`config.mk`:
```
export PLATFORM = sky130hd
export DESIGN_NAME = aeo_out_if
export DESIGN_NICKNAME = d
export VERILOG_FILES = /design/src/rtl/aeo_pkg.sv /design/src/rtl/aeo_stream_if.sv /design/src/rtl/aeo_out_if.sv /design/src/rtl/aeo_pair_buf.sv
export VERILOG_INCLUDE_DIRS = /design/src /design/src/rtl
export SDC_FILE = /design/constraint.sdc
export NUM_CORES = 1
export LEC_CHECK = 0
export ABC_AREA = 1
export ABC_CLOCK_PERIOD_IN_PS = 2700
export BUFFER_PORTS_ARGS = -buffer_cell sky130_fd_sc_hd__buf_2
export CAP_MARGIN = 0
export CORE_MARGIN = 1.5
export CORE_UTILIZATION = 45
export DETAILED_ROUTE_END_ITERATION = 8
export MAX_ROUTING_LAYER = met4
export PLACE_DENSITY_LB_ADDON = 0.15
export SLEW_MARGIN = 20
export SYNTH_ARGS = -nofsm -noshare
export SYNTH_HDL_FRONTEND = slang
export SYNTH_SLANG_ARGS = --single-unit
```
`constraint.sdc`:
```
create_clock -name clk -period 2.7 [get_ports clk]
set_input_delay 0.54 -clock clk [delete_from_list [all_inputs] [get_ports clk]]
set_output_delay 0.54 -clock clk [all_outputs]
set_load 0.03 [all_outputs]
```
`src/rtl/aeo_cfg.svh`:
```
`ifndef AEO_CFG_SVH
`define AEO_CFG_SVH

// ----------------------------------------
// widths and pin positions
// ----------------------------------------
`define AEO_POS_W 9
`define AEO_PIN_MSB 8
`define AEO_PIN_SSI 7
`define AEO_PIN_INCR1 3
`define AEO_PIN_INDEX 2
`define AEO_PIN_INCR2 1
`define AEO_PIN_LSB 0
`define AEO_SER_OE_MASK 9'h08E
`define AEO_PAR_OE_MASK 9'h1FF

// ----------------------------------------
// synchroniser slots
// ----------------------------------------
`define AEO_SY_MODE 0
`define AEO_SY_HIZ 1
`define AEO_SY_HOLD 2
`define AEO_SY_SCLK 3

// ----------------------------------------
// reset values
// ----------------------------------------
`define AEO_RST_DOUT 1'b1
`define AEO_RST_PINS 9'h000

// ----------------------------------------
// timing
// ----------------------------------------
`define AEO_CLK_HZ 64'd40000000
`define AEO_CLK_NS 25
`define AEO_CNT_PER_REV 64'd512
`define AEO_MAX_RPM 64'd30000
`define AEO_QSTEP_CYC \
    ((`AEO_CLK_HZ * 64'd60) / (`AEO_MAX_RPM * `AEO_CNT_PER_REV))
`define AEO_SSI_TOUT_NS 20000
`define AEO_SSI_TOUT_CYC (`AEO_SSI_TOUT_NS / `AEO_CLK_NS)

`endif

```
`src/rtl/aeo_pkg.sv`:
```
`include "aeo_cfg.svh"

package aeo_pkg;

    typedef enum logic {
        ssi_idle,
        ssi_frame
    } aeo_ssi_t;

    typedef struct packed {
        logic [3:0] sync1;
        logic [3:0] sync2;
        logic sclk_d;
        logic samp_v;
        logic [`AEO_POS_W-1:0] samp;
        logic [`AEO_POS_W-1:0] par;
        logic [`AEO_POS_W-1:0] qpos;
        logic [7:0] div;
        logic step;
        aeo_ssi_t ssi;
        logic [`AEO_POS_W-1:0] shreg;
        logic [3:0] bitcnt;
        logic [9:0] tout;
        logic dout;
        logic [`AEO_POS_W-1:0] pin_level;
        logic [`AEO_POS_W-1:0] pin_oe;
    } aeo_state_t;

    localparam aeo_state_t AEO_ST_RST = '{
        ssi: ssi_idle,
        dout: `AEO_RST_DOUT,
        pin_level: `AEO_RST_PINS,
        pin_oe: `AEO_RST_PINS,
        default: '0
    };

endpackage

```
`src/rtl/aeo_stream_if.sv`:
```
`timescale 1ns/1ps
`default_nettype none

interface aeo_stream_if #(
    parameter int W = 9
);
    logic [W-1:0] data;
    logic valid;
    logic ready;

    modport prod (
        output data,
        output valid,
        input ready
    );

    modport cons (
        input data,
        input valid,
        output ready
    );
endinterface

`default_nettype wire

```
`src/rtl/aeo_out_if.sv`:
```
`timescale 1ns/1ps
`default_nettype none
`include "aeo_cfg.svh"

// How it works
// - the angle goes out as a parallel word when the mode pin is low, serial plus incremental when high.
// - one turn is resolved into a 9-bit binary angle value.
// - parallel mode drives all nine bits on their own pins, bit 8 the msb and bit 0 the lsb.
// - serial mode turns pin 7 into the serial data out and takes the serial clock from the reader.
// - serial mode shows relative motion as two quadrature signals plus an index mark.
// - the quadrature outputs give 512 counts per mechanical turn.
// - while the hi-z request is high every digital pin is released.
// - the outputs keep up with the angle up to 30,000 rpm.
// - parallel pins refresh while hold is low and freeze while high; hold does nothing in serial mode.
// - mode, hi-z and hold inputs read low when left undriven.
module aeo_out_if
    import aeo_pkg::*;
#(
    parameter logic [7:0] QSTEP = 8'(`AEO_QSTEP_CYC),
    parameter logic [9:0] TOUT = 10'(`AEO_SSI_TOUT_CYC)
) (
    input wire logic clk,
    input wire logic rst_n,
    input wire logic [`AEO_POS_W-1:0] angle_in,
    input wire logic output_mode_sel,
    input wire logic output_hiz_req,
    input wire logic position_hold,
    input wire logic ssi_clk,
    output logic [`AEO_POS_W-1:0] pin_level,
    output logic [`AEO_POS_W-1:0] pin_oe
);
    aeo_state_t st_r;
    aeo_state_t st_nxt;

    logic mode_s;
    logic hiz_s;
    logic hold_s;
    logic sclk_rise;
    logic sclk_fall;
    logic quad_a;
    logic quad_b;
    logic index_hit;
    logic [`AEO_POS_W-1:0] diff;
    logic [`AEO_POS_W-1:0] load_word;

    aeo_stream_if #(.W(`AEO_POS_W)) s_in ();
    aeo_stream_if #(.W(`AEO_POS_W)) s_out ();

    // ----------------------------------------
    // synchronised pin levels
    // ----------------------------------------
    assign mode_s = st_r.sync2[`AEO_SY_MODE];
    assign hiz_s = st_r.sync2[`AEO_SY_HIZ];
    assign hold_s = st_r.sync2[`AEO_SY_HOLD];
    assign sclk_rise = st_r.sync2[`AEO_SY_SCLK] && !st_r.sclk_d;
    assign sclk_fall = !st_r.sync2[`AEO_SY_SCLK] && st_r.sclk_d;

    // ----------------------------------------
    // snapshot buffer for serial frames
    // ----------------------------------------
    assign s_in.data = st_r.samp;
    assign s_in.valid = st_r.samp_v;
    assign s_out.ready = (st_r.ssi == ssi_idle);
    assign load_word = s_out.valid ? s_out.data : st_r.samp;

    aeo_pair_buf #(
        .W(`AEO_POS_W),
        .DEPTH(2)
    ) u_buf (
        .clk(clk),
        .rst_n(rst_n),
        .up(s_in),
        .dn(s_out)
    );

    // ----------------------------------------
    // quadrature decode of the tracking count
    // ----------------------------------------
    assign diff = angle_in - st_r.qpos;
    assign quad_a = st_r.qpos[1];
    assign quad_b = st_r.qpos[1] ^ st_r.qpos[0];
    assign index_hit = (st_r.qpos == '0);

    // ----------------------------------------
    // next state
    // ----------------------------------------
    always_comb begin
        st_nxt = st_r;
        // undriven pins are pulled low at the pads
        st_nxt.sync1 = {ssi_clk, position_hold, output_hiz_req,
            output_mode_sel};
        st_nxt.sync2 = st_r.sync1;
        st_nxt.sclk_d = st_r.sync2[`AEO_SY_SCLK];

        // source of the snapshot stream, stalls on a full buffer
        st_nxt.samp_v = 1'b1;
        if (s_in.ready || !st_r.samp_v) begin
            st_nxt.samp = angle_in;
        end

        // parallel word follows or freezes
        if (!mode_s && !hold_s) begin
            st_nxt.par = angle_in;
        end

        // step pacing for the incremental count
        st_nxt.step = 1'b0;
        if (st_r.div == QSTEP - 8'h01) begin
            st_nxt.div = 8'h00;
            st_nxt.step = 1'b1;
        end else begin
            st_nxt.div = st_r.div + 8'h01;
        end

        // one count per 1/512 turn, shortest way round
        if (st_r.step && diff != '0) begin
            if (diff[`AEO_POS_W-1]) begin
                st_nxt.qpos = st_r.qpos - 1'b1;
            end else begin
                st_nxt.qpos = st_r.qpos + 1'b1;
            end
        end

        // synchronous serial frame
        case (st_r.ssi)
            ssi_idle: begin
                st_nxt.dout = `AEO_RST_DOUT;
                st_nxt.bitcnt = 4'h0;
                st_nxt.tout = 10'h000;
                if (mode_s && sclk_fall) begin
                    st_nxt.ssi = ssi_frame;
                    st_nxt.shreg = load_word;
                end
            end
            ssi_frame: begin
                if (sclk_rise || sclk_fall) begin
                    st_nxt.tout = 10'h000;
                end else if (st_r.tout != TOUT) begin
                    st_nxt.tout = st_r.tout + 10'h001;
                end
                if (sclk_rise) begin
                    if (st_r.bitcnt != 4'(`AEO_POS_W)) begin
                        st_nxt.dout = st_r.shreg[`AEO_POS_W-1];
                        st_nxt.shreg = {st_r.shreg[`AEO_POS_W-2:0], 1'b0};
                        st_nxt.bitcnt = st_r.bitcnt + 4'h1;
                    end else begin
                        st_nxt.dout = 1'b0;
                    end
                end
                if (!mode_s || st_r.tout == TOUT) begin
                    st_nxt.ssi = ssi_idle;
                    st_nxt.dout = `AEO_RST_DOUT;
                end
            end
            default: begin
                st_nxt.ssi = ssi_idle;
            end
        endcase

        // pin multiplexing by mode
        if (!mode_s) begin
            st_nxt.pin_level = st_r.par;
            st_nxt.pin_oe = `AEO_PAR_OE_MASK;
        end else begin
            st_nxt.pin_level = '0;
            st_nxt.pin_level[`AEO_PIN_SSI] = st_r.dout;
            st_nxt.pin_level[`AEO_PIN_INCR1] = quad_a;
            st_nxt.pin_level[`AEO_PIN_INCR2] = quad_b;
            st_nxt.pin_level[`AEO_PIN_INDEX] = index_hit;
            st_nxt.pin_oe = `AEO_SER_OE_MASK;
        end
        if (hiz_s) begin
            st_nxt.pin_oe = '0;
        end
    end

    always_ff @(posedge clk or negedge rst_n) begin
        if (!rst_n) begin
            st_r <= AEO_ST_RST;
        end else begin
            st_r <= st_nxt;
        end
    end

    assign pin_level = st_r.pin_level;
    assign pin_oe = st_r.pin_oe;
endmodule

`default_nettype wire

```
`src/rtl/aeo_pair_buf.sv`:
```
`timescale 1ns/1ps
`default_nettype none

module aeo_pair_buf #(
    parameter int W = 9,
    parameter int DEPTH = 2
) (
    input wire logic clk,
    input wire logic rst_n,
    aeo_stream_if.cons up,
    aeo_stream_if.prod dn
);
    localparam int AW = (DEPTH > 1) ? $clog2(DEPTH) : 1;

    typedef struct packed {
        logic [DEPTH-1:0][W-1:0] mem;
        logic [AW-1:0] wp;
        logic [AW-1:0] rp;
        logic [AW:0] cnt;
    } aeo_buf_t;

    aeo_buf_t st_r;
    aeo_buf_t st_nxt;
    logic push;
    logic pop;

    // ----------------------------------------
    // handshake
    // ----------------------------------------
    assign up.ready = (st_r.cnt != (AW+1)'(DEPTH));
    assign dn.valid = (st_r.cnt != '0);
    assign dn.data = st_r.mem[st_r.rp];
    assign push = up.valid && up.ready;
    assign pop = dn.valid && dn.ready;

    // ----------------------------------------
    // next state
    // ----------------------------------------
    always_comb begin
        st_nxt = st_r;
        if (push) begin
            st_nxt.mem[st_r.wp] = up.data;
            st_nxt.wp = (st_r.wp == AW'(DEPTH-1)) ? '0 : st_r.wp + 1'b1;
        end
        if (pop) begin
            st_nxt.rp = (st_r.rp == AW'(DEPTH-1)) ? '0 : st_r.rp + 1'b1;
        end
        if (push && !pop) begin
            st_nxt.cnt = st_r.cnt + 1'b1;
        end else if (pop && !push) begin
            st_nxt.cnt = st_r.cnt - 1'b1;
        end
    end

    always_ff @(posedge clk or negedge rst_n) begin
        if (!rst_n) begin
            st_r <= '0;
        end else begin
            st_r <= st_nxt;
        end
    end
endmodule

`default_nettype wire

```
# Yosys cells after proc, flatten, opt, wreduce, memory -nomap -nowiden
# Cells that the tools add are included.
# totals
reg_bits,111
wordCells,97
out_inout_bits,18
inputBits,15
# op_classes
bitwise,2
n_addsub,10
eq_ne,10
reduce_logical,26
n_mux,25
magnitude_cmp,3
# ops
operator,n
two-way mux 9 bit,6
case mux 25 bit (2 select lines),1
two-way mux 10 bit,3
two-way mux 13 bit,2
bitwise mux 18 bit,1
two-way mux 18 bit,1
adder 10 x 1 -> 10 bit (second input constant),1
== test 10 bit (second input constant),1
logical AND 1 bit,10
!= test 10 bit (second input constant),1
adder 9 x 1 -> 9 bit (second input constant),1
demux 9 bit (select 1 bit),1
zero test 9 bit,1
nonzero test 9 bit,1
subtractor 9 x 1 -> 9 bit (second input constant),1
subtractor 9 bit,1
adder 8 x 1 -> 8 bit (second input constant),1
== test 8 bit (second input constant),1
two-way mux 8 bit,1
zero test 1 bit,7
two-way mux 1 bit,7
!= test 3 x 1 -> 1 bit (second input constant),2
adder 4 x 1 -> 4 bit (second input constant),1
less-than comparator 1 x 2 -> 1 bit (second input constant),2
14 further kinds,21

# Logic depth before layout (Yosys ltp)
# logic_depth
ltp_word,6
depth_mapped,21

# Hierarchy
# From an unflattened synthesis, not the netlist that was laid out.
# unflattened
hier_cells,656
hier_area_um2,5526.6
# by_module_without_submodules
module,n_inst,cells_each,seq_area_each_um2,area_per_inst_um2
aeo_out_if,1,521,2053.2,4398.0
aeo_pair_buf,1,135,550.5,1128.6

# Worst setup path after synthesis
# OpenSTA, ideal clock, no wires.
# synth_path
path_kind,input-to-reg
start,in angle_in[0]
end,reg st_r[60] in the netlist's numbering
stages,21
required_ns,2.583
path_slack_ns,-0.320
arrival_ns,2.903
path_cell_list,inv_1 > ha_1 > fa_1 > inv_1 > nand2_1 > nand2_2 > nand3_2 > nand2_1 > nand2_2 > nand2_4 > inv_1 > ha_1 > nand2_1 > o21ai_0 > nand3_1 > nand3_1 > inv_1 > nand3_1 > nand2_1 > nand3_1 > nand2_1
# synth_between
elab_chain_cells,3
# synth_rtl
element,line_no,source
"start, declared",aeo_out_if.sv:24,"input wire logic [`AEO_POS_W-1:0] angle_in,"
subtractor 9 bit (*),aeo_out_if.sv:79,assign diff = angle_in - st_r.qpos;
nonzero test 9 bit,aeo_out_if.sv:116,if (st_r.step && diff != '0) begin
logical AND 1 bit,aeo_out_if.sv:116,
"end signal, assigned",aeo_out_if.sv:181,st_r <= st_nxt;
"end, declared",aeo_out_if.sv:32,aeo_state_t st_r;
# Mark *: on every way between the ends. The rest lies on a longest branch, timed or not.
# A chain may end at the register's enable or synchronous reset.

# Worst setup path in the final report
# layout_path
start,reg st_r[52] in the netlist's numbering
end,reg st_r[59] in the netlist's numbering
# layout_between
elab_chain_cells,3
# layout_rtl
element,line_no
subtractor 9 bit,aeo_out_if.sv:79
nonzero test 9 bit,aeo_out_if.sv:116
logical AND 1 bit,aeo_out_if.sv:116
# Parallel ways exist; a longest one is shown, timed or not.

==> key figures <==
Clock network
  – Worst-Skew Late Latency: 340 ps
  – H-Tree Level Count: 3
  – Cts hold-fix bufs: 0
  – Clk root buf: clkbuf_16
  – Sink Count: 104
  – CTS tree: yes
  – Max clock buf depth: 2
  – CTS Buf Count: 9
  – Clock slew at reported path FFs: 60 ps

Timing
  – Final worst setup slack: -34.0 ps
  – Fin. Hold Viols: 0
  – Slew margin rel.: 50.8%
  – Unrepaired setup endpoints after global routing: true
  – Worst Skew: 6.52 ps
  – Setup_tns: -34.0 ps
  – Fmax: 366 MHz
  – Final Max Slew Viols: 0
  – Setup-failing EPs final: 1
  – Fin crit period: 2730 ps
  – Final worst-path cycle share: 101%
  – Worst-Margin Slew: 738 ps

Cells and area
  – Syn-to-layout area delta: 18.4%
  – Most frequent cells in the layout: nand2_1, dfrtp_1, inv_1, o21ai_0, buf_4
  – Final Non-Filler Cells: 840
  – Final nets: 734
  – Antenna Diode Count: 0
  – Core Util, Final: 54.9%
  – Most common cell after layout, fill and taps aside: nand2_1
  – Fraction of layout cells with a size suffix above 1: 20.8%

Global routing
  – Overall Global Routing Usage: 19.9%
  – First-pass GRT wire length: 19200 um
  – Gr ovfl total: 0
  – Number of global-route vias before repair: 4083
  – Pin count of the biggest net entering global routing: 58
  – Initial antenna violation count: 0

Place
  – DP Wirelength: 8070 um
  – Number of port buffers: 32
  – Cells after DPL: 816
  – Dpl ws: -450 ps
  – RePlAce Congestion: 0.880

Status
  – Failing checks: setup timing
  – Status: finished with violations

Worst setup path
  – Crit path max fanout: 7
  – Crit path cell chain: ha_4 -> fa_2 -> inv_2 -> nand2_2 -> nand2_2 -> nand3_2 -> nand2_2 -> nand2_2 -> nand2_4 -> clkinvlp_4 -> buf_12 -> ha_1 -> nand3_2 -> nand2_2 -> nand4_1 -> nand3_2 -> xor2_1 -> nand3_1 -> nand2_1
  – CP max-delay cell: dfrtp_1
  – Type of origin of the critical path: flop
  – Crit path max-delay family: simple AND/OR/NAND/NOR gates
  – CP max stage delay: 410 ps
  – Worst R2R Path Depth: 19
  – CP Capture Type: flop
  – Critical path depth: 19
  – Worst path bufs/invs: 3
  – Required time worst endpoint: 2980 ps
  – WP data arrival: 3020 ps
  – Setup CP Type: reg2reg
  – Cell repeated most along the worst path: nand2_2

Synthesis
  – Async SR Flop Fraction: 100%
  – Yosys Warn Count: 0
  – #FFs+latches synth: 104
  – Register area share after synthesis: 49.0%
  – Mapped Area: 5310 sq um
  – Number of library cell types mapped by synthesis: 43
  – Syn nets: 667
  – Number of flops mapped to enable cells by yosys: 0
  – Syn Area/Cell: 8.48 sq um
  – Cells after synthesis: 626
  – Main flop type after synthesis: dfrtp_1

Floorplan
  – Die height: 112 um
  – Core ar.: 11500 sq um
  – Die W: 112 um
  – Starting Density: 46.3%
  – I/O pins: 33
  – Die area: 12500 sq um
  – Row Count: 39

Detailed routing
  – DRT antenna net count: 0
  – DRC viols: 0
  – Drt total wl: 11000 um
  – DR pass1 iterations: 4
  – Initial DRC count: 193
  – Avg WL per Cell: 13.1 um
  – Vias/cell: 4.92
  – Via count: 4133

Pwr
  – Leak: 3.16 nW
  – Internal power: 2.78 mW
  – Total power: 4.06 mW
  – Logic gate share of total power: 23.1%
  – Register share of total power: 48.6%
  – Clock power frac: 28.3%
  – Psw: 1.28 mW
  – Max VDD drop: 0.473 mV
  – Net Sw Frac: 31.4%
  – Power per cell area: 646 nW/um^2

Job
  – Max Cap Viol: 0

Worst hold path
  – HP Class: in2async
[cell families after synthesis]
group	synth area share, %
AO/OA/AOI/OAI	10.6
XOR/XNOR	2.47
adder cells (fa/ha/maj)	6.41
buffers and inverters	10.6
flip-flops	49.0
multiplexers	0.189
other	0.0706
AND/OR/NAND/NOR	20.7
[worst reg2reg max path, delay by kind of cell, from the launching register on]
| family | cells | cell delay [ps] |
|---|---|---|
| buf+inv | 3 | 300 |
| flops | 1 | 410 |
| simple gates | 12 | 960 |
| xor+xnor | 1 | 180 |
| fa+ha+maj | 3 | 800 |
[cell type report]
| type | instances | area, sq um |
|---|---|---|
| flip-flops and latches | 104 | 2600 |
| inverters | 99 | 388 |
| clock inverters | 4 | 22.5 |
| clock buffers | 11 | 233 |
| multi-input cells | 394 | 2270 |
| well taps | 143 | 179 |
| repair buffers | 85 | 589 |
| fillers | 1054 | 5180 |
[state kept, by name, summed over array words and instances (netlist names)]
name,cells
st_r,52
st_nxt,5
u_buf.st_r,22
pin_oe,2
hold_s,1
mode_s,1
pin_level,9
hiz_s,1
s_in.valid,1
quad_a,1
s_in.data,9
[layer usage]
layer | routed length (um) | global-route usage (%) | up-vias
li1 | - | - | 2115
met1 | 5290 | 25.6 | 1952
met2 | 5240 | 30.8 | 47
met3 | 227 | 3.43 | 19
met4 | 284 | 9.45 | 0
met5 | 0 | - | -
[power groups by stage]
stage	Clock [mW]	Combinational, mW	Sequential (mW)
6_report	1.15	0.938	1.97
3_5_place_dp	0	0.925	2.00
5_1_grt	1.27	1.08	2.00
4_1_cts	1.20	0.943	1.97
3_3_place_gp	0	0.895	1.99
2_1_floorplan	0	0.718	1.94
[repair_timing]
| item | 4_1_cts | 5_1_grt |
|---|---|---|
| gates resized for setup | 8 | 8 |
| setup buffers | 5 | 6 |
| pin swaps | 19 | 17 |
| cloned | 0 | 0 |
| setup endpoints to repair | 5 | 6 |
[path summary, 6_finish.rpt]
check / start / slack [ps] / to
setup reg to reg: st_r[52]$_DFFE_PN0P_ / -30 / st_r[59]$_DFFE_PN0P_
hold reg to reg: st_nxt[82]$_DFF_PN0_ / 350 / hiz_s$_DFF_PN0_
setup / recovery: st_r[52]$_DFFE_PN0P_ / -30 / st_r[59]$_DFFE_PN0P_
hold / removal: rst_n / 260 / st_r[32]$_DFFE_PN0P_
min in group clk: output_hiz_req / 300 / st_nxt[82]$_DFF_PN0_
max in group asynchronous: rst_n / 1760 / st_r[66]$_DFFE_PN0P_
[per-stage QoR]
stage / instance area (sq um) / hold slack, ps
2_1_floorplan: 5390 / 244
3_3_place_gp: 5890 / 331
3_5_place_dp: 5890 / 336
4_1_cts: 6230 / 279
5_1_grt: 6290 / 280
6_report: 6290 / 259
[synth_stat cells (3+ instances only)]
| cell | count | share of area, % |
|---|---|---|
| o211ai_1 | 9 | 1.3 |
| a21oi_1 | 17 | 1.6 |
| nand2_2 | 6 | 0.71 |
| o21ai_0 | 69 | 6.5 |
| inv_1 | 93 | 6.6 |
| nand2_1 | 144 | 10 |
| nand4_1 | 6 | 0.71 |
| xor2_1 | 8 | 1.3 |
| inv_2 | 3 | 0.21 |
| xnor2_1 | 7 | 1.2 |
| nor3_1 | 7 | 0.66 |
| clkinv_1 | 3 | 0.21 |
| ha_1 | 24 | 5.7 |
| nand3_1 | 42 | 4.0 |
| clkbuf_1 | 6 | 0.42 |
| buf_4 | 18 | 2.5 |
| clkbuf_2 | 3 | 0.28 |
| a31oi_1 | 3 | 0.35 |
| nor2_1 | 27 | 1.9 |
| dfrtp_1 | 103 | 49 |
(Power assumes the default switching activity.)
